### src/shared/pftm_pkg.sv
// constants and types shared by the program flow trace message block
package pftm_pkg;

  localparam int unsigned ADDR_W     = 32;
  localparam int unsigned CNT_W      = 8;
  localparam int unsigned TCODE_W    = 6;
  localparam int unsigned EVT_W      = 4;
  localparam int unsigned ABITS_W    = 6;
  localparam int unsigned FIFO_DEPTH = 32;
  localparam int unsigned PEND_DEPTH = 3;

  // message type codes
  localparam logic [5:0] TC_DIRECT     = 6'h03;
  localparam logic [5:0] TC_INDIRECT   = 6'h04;
  localparam logic [5:0] TC_SYNC       = 6'h09;
  localparam logic [5:0] TC_DIR_SYNC   = 6'h0b;
  localparam logic [5:0] TC_IND_SYNC   = 6'h0c;
  localparam logic [5:0] TC_RES_FULL   = 6'h1b;
  localparam logic [5:0] TC_DIR_TARGET = 6'h39;
  localparam logic [5:0] TC_CORR       = 6'h21;

  // indirect branch causes
  localparam logic [1:0] EVT_EXCEPTION = 2'h3;
  localparam logic [1:0] EVT_CALL      = 2'h2;
  localparam logic [1:0] EVT_REGISTER  = 2'h1;
  localparam logic [1:0] EVT_RETURN    = 2'h0;

  // correlation event codes and resource code
  localparam logic [3:0] EVC_DEBUG     = 4'h0;
  localparam logic [3:0] EVC_TRACE_OFF = 4'h4;
  localparam logic [3:0] EVC_SLEEP     = 4'h5;
  localparam logic [3:0] RCODE_COUNTER = 4'h0;

  // byte sizes of retired instructions and counter limits
  localparam logic [8:0] SIZE_COMPACT  = 9'h002;
  localparam logic [8:0] SIZE_EXTENDED = 9'h004;
  localparam logic [8:0] CNT_MAX       = 9'h0ff;
  localparam logic [7:0] NOSYNC_LIMIT  = 8'hff;

  typedef enum logic [1:0] {
    PFTM_KIND_SEQ      = 2'b00,
    PFTM_KIND_DIRECT   = 2'b01,
    PFTM_KIND_INDIRECT = 2'b10
  } pftm_kind_t;

  typedef struct packed {
    logic [5:0]  tcode;
    logic [31:0] addr;
    logic [5:0]  abits;
    logic [7:0]  cnt;
    logic [3:0]  evt;
  } pftm_msg_t;

endpackage

### src/rtl/pftm_trace.sv
// program flow trace message generator with its output fifo
// Notes on behaviour
// - indirect branch message with count and target
// - sync message on trace start or lost sync
// - branch-with-sync replaces plain sync on branches
// - counter overflow emits resource-full message with count
// - correlation on trace off, debug, sleep entry
// - only executed instructions traced, no corrections
// - silent in debug mode, sync after leaving
// - count bytes: compact two, extended four
// - taken indirect excluded, untaken indirect counted
// - speculative fetches never counted before execution
// - counter cleared on trace messages but plain sync and resource-full, which restart it at the current instruction
// - unique address is xor with last sent
// - full address carries complete target address
// - debug entry correlation uses event code zero
// - branch on debug exit sends branch-with-sync
// - breakpoint on first instruction: correlation code zero
// - direct branch: count and type code three
// - target trace enable: unique address, code 57
// - indirect: address, count, cause, code four
// - cause codes: exception, call, register, return
// - link moves and pc pops are returns
// - sync: full pc, count, code nine
// - direct-with-sync: full target, count, code eleven
// - indirect-with-sync: target, count, cause, code twelve
`timescale 1ns/1ps

module pftm_fifo #(
  parameter int unsigned WIDTH = 56,
  parameter int unsigned DEPTH = pftm_pkg::FIFO_DEPTH
) (
  input  wire logic             i_clk,
  input  wire logic             i_rst_n,
  input  wire logic             i_in_valid,
  input  wire logic [WIDTH-1:0] i_in_data,
  output logic                  o_in_ready,
  output logic                  o_out_valid,
  output logic      [WIDTH-1:0] o_out_data,
  input  wire logic             i_out_ready
);

  localparam int unsigned AW = $clog2(DEPTH);
  localparam logic [AW:0]   FULL = (AW + 1)'(DEPTH);
  localparam logic [AW-1:0] LAST = AW'(DEPTH - 1);

  typedef struct packed {
    logic [DEPTH-1:0][WIDTH-1:0] mem;
    logic [AW-1:0]               wp;
    logic [AW-1:0]               rp;
    logic [AW:0]                 cnt;
    logic                        ov;
    logic [WIDTH-1:0]            od;
  } pftm_fifo_st_t;

  pftm_fifo_st_t s;
  pftm_fifo_st_t next_s;
  logic          push;
  logic          pop;

  // pointer step with a wrap at the last slot, so depth need not be a power of two
  function automatic logic [AW-1:0] step(input logic [AW-1:0] p);
    return (p == LAST) ? '0 : p + 1'b1;
  endfunction

  assign o_in_ready  = (s.cnt != FULL);
  assign o_out_valid = s.ov;
  assign o_out_data  = s.od;

  always_comb begin
    next_s = s;
    push   = i_in_valid && (s.cnt != FULL);
    // refill the output register whenever it is empty or being taken
    pop    = (s.cnt != '0) && (!s.ov || i_out_ready);
    if (s.ov && i_out_ready) begin
      next_s.ov = 1'b0;
    end
    if (pop) begin
      next_s.od = s.mem[s.rp];
      next_s.ov = 1'b1;
      next_s.rp = step(s.rp);
    end
    if (push) begin
      next_s.mem[s.wp] = i_in_data;
      next_s.wp        = step(s.wp);
    end
    if (push && !pop) begin
      next_s.cnt = s.cnt + 1'b1;
    end else if (pop && !push) begin
      next_s.cnt = s.cnt - 1'b1;
    end
  end

  always_ff @(posedge i_clk) begin
    if (!i_rst_n) begin
      s <= '0;
    end else begin
      s <= next_s;
    end
  end

endmodule

module pftm_trace #(
  parameter int unsigned FIFO_DEPTH = pftm_pkg::FIFO_DEPTH
) (
  input  wire logic        i_clk,
  input  wire logic        i_rst_n,
  input  wire logic        i_trace_mode_en,
  input  wire logic        i_target_address_trace_enable,
  input  wire logic        i_debug_mode,
  input  wire logic        i_sleep_mode,
  input  wire logic        i_sync_req,
  input  wire logic        i_bkpt_hit,
  input  wire logic        i_ret_valid,
  input  wire logic        i_ret_ext,
  input  wire logic [1:0]  i_ret_kind,
  input  wire logic [1:0]  i_ret_cause,
  input  wire logic [31:0] i_ret_pc,
  input  wire logic [31:0] i_ret_target,
  output logic             o_stall,
  output logic             o_msg_valid,
  input  wire logic        i_msg_ready,
  output logic [5:0]       o_msg_tcode,
  output logic [31:0]      o_msg_addr,
  output logic [5:0]       o_msg_addr_bits,
  output logic [7:0]       o_msg_cnt,
  output logic [3:0]       o_msg_evt
);

  localparam int unsigned MSG_W = $bits(pftm_pkg::pftm_msg_t);

  typedef struct packed {
    logic                                          dbg_q;
    logic                                          trc_q;
    logic                                          slp_q;
    logic                                          sync_pend;
    logic                                          first_after_dbg;
    logic [7:0]                                    cnt;
    logic [31:0]                                   last_addr;
    logic [7:0]                                    nosync;
    logic [pftm_pkg::PEND_DEPTH-1:0][MSG_W-1:0]    pend;
    logic [1:0]                                    pend_cnt;
    logic                                          stall;
  } pftm_st_t;

  // sync is owed from reset onward
  localparam pftm_st_t ST_RST = '{
    sync_pend: 1'b1,
    default:   '0
  };

  pftm_st_t             s;
  pftm_st_t             next_s;
  pftm_pkg::pftm_msg_t  nm [pftm_pkg::PEND_DEPTH];
  logic [2:0]           nv;
  pftm_pkg::pftm_msg_t  fifo_msg;
  logic                 fifo_in_ready;
  logic                 fifo_out_valid;
  logic [MSG_W-1:0]     fifo_out_data;
  logic                 act;
  logic                 take;
  logic                 is_dir;
  logic                 is_ind;
  logic                 sync_set;
  logic [8:0]           sz;
  logic [8:0]           add;
  logic [8:0]           sum;
  logic [7:0]           base;
  logic [3:0]           evc;
  logic                 corr;

  // count of significant bits once leading zeros are stripped
  function automatic logic [5:0] sig_bits(input logic [31:0] a);
    logic [5:0] r;
    r = '0;
    for (int i = 0; i < pftm_pkg::ADDR_W; i++) begin
      if (a[i]) begin
        r = 6'(i + 1);
      end
    end
    return r;
  endfunction

  function automatic pftm_pkg::pftm_msg_t mk(input logic [5:0]  tc,
                                             input logic [31:0] ad,
                                             input logic [7:0]  ct,
                                             input logic [3:0]  ev);
    pftm_pkg::pftm_msg_t m;
    m.tcode = tc;
    m.addr  = ad;
    m.abits = sig_bits(ad);
    m.cnt   = ct;
    m.evt   = ev;
    return m;
  endfunction

  // edges of a level against its copy from the last unstalled cycle
  function automatic logic rose(input logic now, input logic was);
    return now && !was;
  endfunction

  function automatic logic fell(input logic now, input logic was);
    return !now && was;
  endfunction

  // the cause is two bits wide, zero-extended into the event slot
  function automatic logic [3:0] cause_evt(input logic [1:0] c);
    return {2'b00, c};
  endfunction

  always_comb begin
    next_s = s;
    nv     = '0;
    for (int i = 0; i < pftm_pkg::PEND_DEPTH; i++) begin
      nm[i] = '0;
    end
    act    = i_trace_mode_en && !i_debug_mode;
    // retirements offered while stalled are not accepted
    take   = i_ret_valid && !s.stall && act;
    is_dir = (i_ret_kind == pftm_pkg::PFTM_KIND_DIRECT);
    is_ind = (i_ret_kind == pftm_pkg::PFTM_KIND_INDIRECT);
    sz     = i_ret_ext ? pftm_pkg::SIZE_EXTENDED : pftm_pkg::SIZE_COMPACT;
    add    = is_ind ? 9'h000 : sz;
    base   = s.cnt;
    sum    = '0;
    evc    = pftm_pkg::EVC_DEBUG;
    corr   = 1'b0;

    // the branch limit stops asking once a sync is owed, else it re-arms after the sync
    sync_set = rose(i_trace_mode_en, s.trc_q)
            || fell(i_debug_mode, s.dbg_q)
            || fell(i_sleep_mode, s.slp_q)
            || i_sync_req
            || (s.nosync == pftm_pkg::NOSYNC_LIMIT && !s.sync_pend);

    // drain the head of the pending list into the fifo
    if (s.pend_cnt != '0 && fifo_in_ready) begin
      for (int i = 0; i < pftm_pkg::PEND_DEPTH - 1; i++) begin
        next_s.pend[i] = s.pend[i+1];
      end
      next_s.pend_cnt = s.pend_cnt - 1'b1;
    end

    if (take) begin
      next_s.first_after_dbg = 1'b0;
      if ({1'b0, s.cnt} + add > pftm_pkg::CNT_MAX) begin
        nv[0] = 1'b1;
        nm[0] = mk(pftm_pkg::TC_RES_FULL, '0, s.cnt, pftm_pkg::RCODE_COUNTER);
        base  = '0;
      end
      sum        = {1'b0, base} + add;
      next_s.cnt = sum[7:0];
      if (s.sync_pend) begin
        nv[1]         = 1'b1;
        next_s.nosync = '0;
        next_s.cnt    = '0;
        if (is_dir) begin
          nm[1] = mk(pftm_pkg::TC_DIR_SYNC, i_ret_target, sum[7:0], '0);
          next_s.last_addr = i_ret_target;
        end else if (is_ind) begin
          nm[1] = mk(pftm_pkg::TC_IND_SYNC, i_ret_target, sum[7:0],
                     cause_evt(i_ret_cause));
          next_s.last_addr = i_ret_target;
        end else begin
          // the syncing instruction itself starts the next count
          nm[1] = mk(pftm_pkg::TC_SYNC, i_ret_pc, base, '0);
          next_s.cnt       = sz[7:0];
          next_s.last_addr = i_ret_pc;
        end
      end else if (is_dir) begin
        nv[1]         = 1'b1;
        next_s.cnt    = '0;
        next_s.nosync = s.nosync + 1'b1;
        if (i_target_address_trace_enable) begin
          nm[1] = mk(pftm_pkg::TC_DIR_TARGET, i_ret_target ^ s.last_addr,
                     sum[7:0], '0);
          next_s.last_addr = i_ret_target;
        end else begin
          nm[1] = mk(pftm_pkg::TC_DIRECT, '0, sum[7:0], '0);
        end
      end else if (is_ind) begin
        nv[1]            = 1'b1;
        next_s.cnt       = '0;
        next_s.nosync    = s.nosync + 1'b1;
        // cause arrives already classified by the pipeline
        nm[1] = mk(pftm_pkg::TC_INDIRECT, i_ret_target ^ s.last_addr,
                   sum[7:0], cause_evt(i_ret_cause));
        next_s.last_addr = i_ret_target;
      end
    end

    // level edges only advance while the pending list is empty
    if (!s.stall) begin
      if (rose(i_debug_mode, s.dbg_q) && i_trace_mode_en) begin
        corr = 1'b1;
        evc  = pftm_pkg::EVC_DEBUG;
      end else if (fell(i_trace_mode_en, s.trc_q) && !i_debug_mode) begin
        corr = 1'b1;
        evc  = pftm_pkg::EVC_TRACE_OFF;
      end else if (rose(i_sleep_mode, s.slp_q) && act) begin
        corr = 1'b1;
        evc  = pftm_pkg::EVC_SLEEP;
      end else if (i_bkpt_hit && s.first_after_dbg && act) begin
        corr = 1'b1;
        evc  = pftm_pkg::EVC_DEBUG;
        next_s.first_after_dbg = 1'b0;
      end
      if (corr) begin
        nv[2]      = 1'b1;
        nm[2]      = mk(pftm_pkg::TC_CORR, '0, next_s.cnt, evc);
        next_s.cnt = '0;
      end
      if (fell(i_debug_mode, s.dbg_q)) begin
        next_s.first_after_dbg = 1'b1;
      end
      next_s.dbg_q = i_debug_mode;
      next_s.trc_q = i_trace_mode_en;
      next_s.slp_q = i_sleep_mode;
    end
    // outside the stall guard so that a one-cycle sync request is never lost;
    // a new sync cause wins over the clear by the sync message
    if (sync_set) begin
      next_s.sync_pend = 1'b1;
    end else if (take && s.sync_pend) begin
      next_s.sync_pend = 1'b0;
    end

    // append in execution order
    for (int i = 0; i < pftm_pkg::PEND_DEPTH; i++) begin
      if (nv[i]) begin
        next_s.pend[next_s.pend_cnt] = nm[i];
        next_s.pend_cnt              = next_s.pend_cnt + 1'b1;
      end
    end
    // stall the pipeline until every pending message has been handed over
    next_s.stall = (next_s.pend_cnt != '0);
  end

  always_ff @(posedge i_clk) begin
    if (!i_rst_n) begin
      s <= ST_RST;
    end else begin
      s <= next_s;
    end
  end

  pftm_fifo #(
    .WIDTH (MSG_W),
    .DEPTH (FIFO_DEPTH)
  ) u_fifo (
    .i_clk       (i_clk),
    .i_rst_n     (i_rst_n),
    .i_in_valid  (s.pend_cnt != '0),
    .i_in_data   (s.pend[0]),
    .o_in_ready  (fifo_in_ready),
    .o_out_valid (fifo_out_valid),
    .o_out_data  (fifo_out_data),
    .i_out_ready (i_msg_ready)
  );

  assign fifo_msg        = pftm_pkg::pftm_msg_t'(fifo_out_data);
  assign o_stall         = s.stall;
  assign o_msg_valid     = fifo_out_valid;
  assign o_msg_tcode     = fifo_msg.tcode;
  assign o_msg_addr      = fifo_msg.addr;
  assign o_msg_addr_bits = fifo_msg.abits;
  assign o_msg_cnt       = fifo_msg.cnt;
  assign o_msg_evt       = fifo_msg.evt;

endmodule

### config.mk
export PLATFORM = sky130hd
export DESIGN_NAME = pftm_trace
export DESIGN_NICKNAME = d
export VERILOG_FILES = /design/src/shared/pftm_pkg.sv /design/src/rtl/pftm_trace.sv
export SDC_FILE = /design/constraint.sdc
export NUM_CORES = 2
export LEC_CHECK = 0
export BUFFER_PORTS_ARGS = -buffer_cell sky130_fd_sc_hd__buf_2
export CAP_MARGIN = 20
export CELL_PAD_IN_SITES_DETAIL_PLACEMENT = 1
export CELL_PAD_IN_SITES_GLOBAL_PLACEMENT = 2
export CORE_ASPECT_RATIO = 0.7
export CORE_MARGIN = 2
export CORE_UTILIZATION = 41
export DETAILED_ROUTE_END_ITERATION = 10
export PLACE_DENSITY = 0.86
export SLEW_MARGIN = 20
export SYNTH_ARGS = -nofsm -noshare
export SYNTH_HDL_FRONTEND = slang
export SYNTH_HIERARCHICAL = 1
export SYNTH_SLANG_ARGS = --single-unit
### constraint.sdc
create_clock -name i_clk -period 4.8 [get_ports i_clk]
set_input_delay 0.48 -clock i_clk [delete_from_list [all_inputs] [get_ports i_clk]]
set_output_delay 0.48 -clock i_clk [all_outputs]
set_load 0.02 [all_outputs]
======== Word-level counts from Yosys, hierarchy flattened ========
Cells that the tools add are included.
storage, ports and cells
  bits in registers ....................... 2,089
  latch bits .............................. 0
  bits in writable memories ............... 0
  ROM bits ................................ 0
  input port bits ......................... 79
  output and inout bits ................... 58
  memories ................................ 0
cells by class
  add/sub/neg operators ................... 11
  multipliers ............................. 0
  divide/modulo/power cells ............... 0
  $lt $le $gt $ge ......................... 10
  equality and inequality tests ........... 7
  shift operators ......................... 0
  muxes and demuxes ....................... 165
  bitwise logic cells ..................... 2
  reductions and logical operators ........ 50
operator list
  kind                                                         number
  bitwise mux 1792 bit                                         1
  2-to-1 mux 6 bit                                             95
  2-to-1 mux 56 bit                                            10
  2-to-1 mux 170 bit                                           3
  bitwise mux 168 bit                                          3
  demux 56 bit (select 2 bit)                                  3
  binary-select mux 56 bit (select 5 bit)                      1
  demux 56 bit (select 5 bit)                                  1
  2-to-1 mux 53 bit                                            3
  2-to-1 mux 48 bit                                            3
  2-to-1 mux 114 bit                                           1
  2-to-1 mux 111 bit                                           1
  2-to-1 mux 32 bit                                            3
  2-to-1 mux 57 bit                                            1
  2-to-1 mux 55 bit                                            1
  2-to-1 mux 49 bit                                            1
  2-to-1 mux 8 bit                                             4
  bitwise XOR 32 bit                                           1
  logical AND 1 bit                                            25
  2-to-1 mux 1 bit                                             20
  2-to-1 mux 3 bit                                             6
  less-than comparator 5 x 6 -> 1 bit (second input constant)  2
  zero test 1 bit                                              11
  adder 5 x 1 -> 5 bit (second input constant)                 2
  28 further kinds                                             43

======== Logic depth before layout (Yosys ltp) ========
  depth in word-level cells ............... 52
  gate-level depth with buffers ........... 19

======== Hierarchy ========
The synthesis kept the hierarchy.
by module, submodules not included
  module      times used  cells each  area an instance (sq um)  sequential area each (sq um)
  pftm_fifo   1           7,605       76,255.6                  37,335.8
  pftm_trace  1           1,599       12,602.1                  4,484.3

======== Worst setup path after synthesis ========
No wires, ideal clock.
  path type ............................... reg-to-reg
  start point ............................. register u_fifo/s[58] (netlist name)
  end point ............................... register s[130] (netlist name)
  library setup time ...................... 121 ps
  arrival ................................. 3,613 ps
  path slack .............................. 1,066 ps
  cell stages (with the launch flop) ...... 20
  cells stage by stage .................... dfxtp_1 > or4_4 > nor2_1 > nand2_1 > nand2b_1 > buf_2 > nor2_1 > a21oi_1 > inv_1 > ha_1 > mux2_4 > inv_1 > ha_1 > mux2_2 > inv_2 > ha_1 > nand2_1 > nand2_1 > nor2_1 > a2bb2o_1
RTL lines
  item                      RTL line          text
  start: declaration        pftm_trace.sv:56  pftm_fifo_st_t s;
  start signal: assignment  pftm_trace.sv:98  s <= next_s;

==> flow_summary.toml <==
[run_status]
status = "completed"

[sta]
fin_crit_ps = 4510
finalHoldViolCount = 0
fmax_ghz = 0.222
setup_viol = 0
skew_ps = 57.8
relSlewSlack = 0.187
timing.final.ws_setup_ps = 291
setup_tns_ps = 0
tightest_slew_ps = 1220
drv_slew = 0
hold_slack_ps = 49.1
period_share = 0.939
rsz0062_at_grt = "false"

[logic_synthesis]
postSynthCellCount = 9204
synth_common_cells = "2,089 x dfxtp_1, 1,835 x nand3_1, 1,262 x o21ai_0"
synth_warnings = 6
avgSynthCellArea_sq_um = 9.65
synth_nets = 9316
synth-main-ff-cell = "dfxtp_1"
yosysMostFrequentCell = "dfxtp_1"
synth_top_area_cell = "dfxtp_1"
ys_seq_area_frac = 0.471
synth_cell_type_count = 87
async_reset_ff_frac = 0
ys_ff_latch = 2089
synth_enable_flop_cells = 0
synth_area_sq_um = 88900
synth_area_leaders = "dfxtp_1 47%, mux4_2 11%, nand3_1 10%"
synth_top_area_share = 0.471

[floorplanning]
rows = 142
fp.dieArea_sq_um = 221000
die_w_microns = 560
start_util = 0.414
ios = 137
die_h_microns = 394
core_area_sq_um = 215000

[cts]
clk_path_buf_depth = 4
clk_pin_slew_ps = 70
cts_tree = "yes"
htreeDepth = 4
cts_buffers = 208
clock_latency_ps = 890
cts_num_sinks = 2089
ctsResizeCount = 0
post-cts-setup-buffers = 0
cts_root_buffer = "clkbuf_16"

[worst_setup_path]
cp_cell_sequence = "or4_4 -> nor2_1 -> nand2_1 -> nand2b_4 -> nor2_1 -> a21oi_1 -> inv_1 -> ha_1 -> mux2_4 -> inv_1 -> ha_1 -> mux2_2 -> ha_1 -> nand2_2 -> nand2_2 -> buf_4 -> nor2_1"
reg2reg_from = "u_fifo/s[58]"
setup.worst_path.end_class = "register"
worst_path_max_delay_cell = "or4_4"
arrival_ps = 5270
worstSetupPathType = "reg2reg"
cp-startpoint = "u_fifo/s[58]"
worstRegToRegCells = 17
crit_required_ps = 5560
critical_path.max_fanout = 35
slowest_delay_ps = 600
startpoint_type = "register"

[detailed_routing]
vias = 71251
viasPerCell = 6.11
postRouteAntennaNets = 0
drt_iter0_markers = 6217
wl_microns = 297000
wl_per_cell_microns = 25.5
firstDrtPassIters = 6
drc = 0

[pwr]
p_sw_uw = 13700
seqPwrFrac = 0.422
power.density_nw_per_um2 = 453
leakagePower_uw = 0.0321
p_int_uw = 30000
peakVddDrop_v = 0.000425
finalPower_uw = 43800
combPwrFrac = 0.202
pwr-share-clk = 0.376
switching_share = 0.314

[grt]
grt_pass1_vias = 72163
busiest_layer = "met2"
met1_usage = 0.369
grt_overflow = 0
antenna_found_initial = 9
track_usage = 0.261
met3_usage = 0.0324
globalRouteMet2Util = 0.418
grt_pass1_wl_microns = 452000
grt_max_degree = 240

[place]
port_buffers = 136
preCtsSetupSlack_ps = 374
dp_hpwl_microns = 176000
routabilityCongestion = 0.839

[layout]
nets = 8739
layout-drive-gt1-share = 0.152
final.fill_count = 23743
area_growth_syn_to_layout_pct = 8.72

[hold_path]
hold_path_depth = 3
min_path_type = "in2reg"
holdCritStartpoint = "i_ret_pc[20]"

[job]
maxCapViolations = 0
routing by layer:
metal	up-vias	wire length [microns]
li1	32484	-
met1	36473	135000
met3	439	16600
met5	-	0
met4	0	8490
met2	1855	136000
critical path: cells and delay by family (launching register included):
kind,cells,cell delay [ps]
fa+ha+maj,3,770
mux,2,610
flops,1,350
simple gates,8,1800
compound gates,1,320
buf+inv,3,540
sequential cells by signal, indices dropped and copies added (netlist names):
name,flops
u_fifo/o_out_valid,1
s,223
u_fifo/s,1808
o_stall,1
u_fifo/o_out_data,56
repair_timing:
item,in CTS,in global routing
setup endpoints to repair,0,0
hold buffers,18,0
endpoints found under the hold margin,13,0
cells by family (layout without fill, tap and decap cells):
family | count (synthesis) | count (layout) | synth area share
AOI/OAI and AO/OA | 2443 | 2443 | 0.150
xor gates and xnor gates | 42 | 42 | 0.00431
adders and majority gates | 33 | 33 | 0.00482
buffers and inverters | 1163 | 729 | 0.0704
DFF | 2089 | 2089 | 0.471
muxes | 736 | 736 | 0.148
other | 0 | 8 | 0
and+or+nand+nor | 2698 | 2698 | 0.152
final cells by class:
class	instances	area, sq um	area share
Antenna cell	8	20.0	0.000207
Clock buffer	295	6000	0.0621
Clock inverter	58	716	0.00741
Inverter	40	155	0.00161
Multi-Input combinational cell	5952	41200	0.426
Sequential cell	2089	41800	0.433
Tap cell	2880	3600	0.0373
Timing Repair Buffer	336	3110	0.0321
through the flow:
stage	util	std cells	area [sq um]
after global routing	0.450	11654	96600
after global placement	0.417	11269	89500
final	0.450	11658	96600
after detailed placement	0.417	11269	89500
after floorplan	-	9204	88900
after CTS	0.449	11640	96400
path summary, 6_finish.rpt:
kind,slack [ps],to
setup / recovery,290,s[50]
hold / removal,50,s[199]
setup reg to reg,290,s[50]
hold reg to reg,460,u_fifo/s[950]
power by group through the flow:
stage               registers [uW]  clock network, uW  logic (uW)
finish                       18500              16500        8830
global route                 18500              17500        9370
CTS                          18500              16700        8810
detailed placement           18800                  0        8760
global placement             18800                  0        8610
floorplan                    18300                  0        6430
placed cells by master (no fill, tap or decap), drive strengths merged, types with 13 or more instances in the layout:
cell type / synthesis / layout
dfxtp: 2089 / 2089
o21ai: 1906 / 1906
nand3: 1861 / 1861
mux4: 448 / 448
buf: 494 / 318
clkbuf: 629 / 295
nand2: 289 / 289
nor2: 272 / 272
mux2i: 166 / 166
a21oi: 154 / 154
mux2: 122 / 122
a211oi: 85 / 85
o22ai: 78 / 78
nor2b: 72 / 72
nor4: 71 / 71
o22a: 66 / 66
nor3: 52 / 52
inv: 40 / 47
xnor2: 33 / 33
clkinv: 0 / 32
ha: 31 / 31
a22oi: 29 / 29
dlygate4sd3: 0 / 18
and2: 17 / 17
bufinv: 0 / 13
No activity file was read; power rests on OpenSTA's default activity.
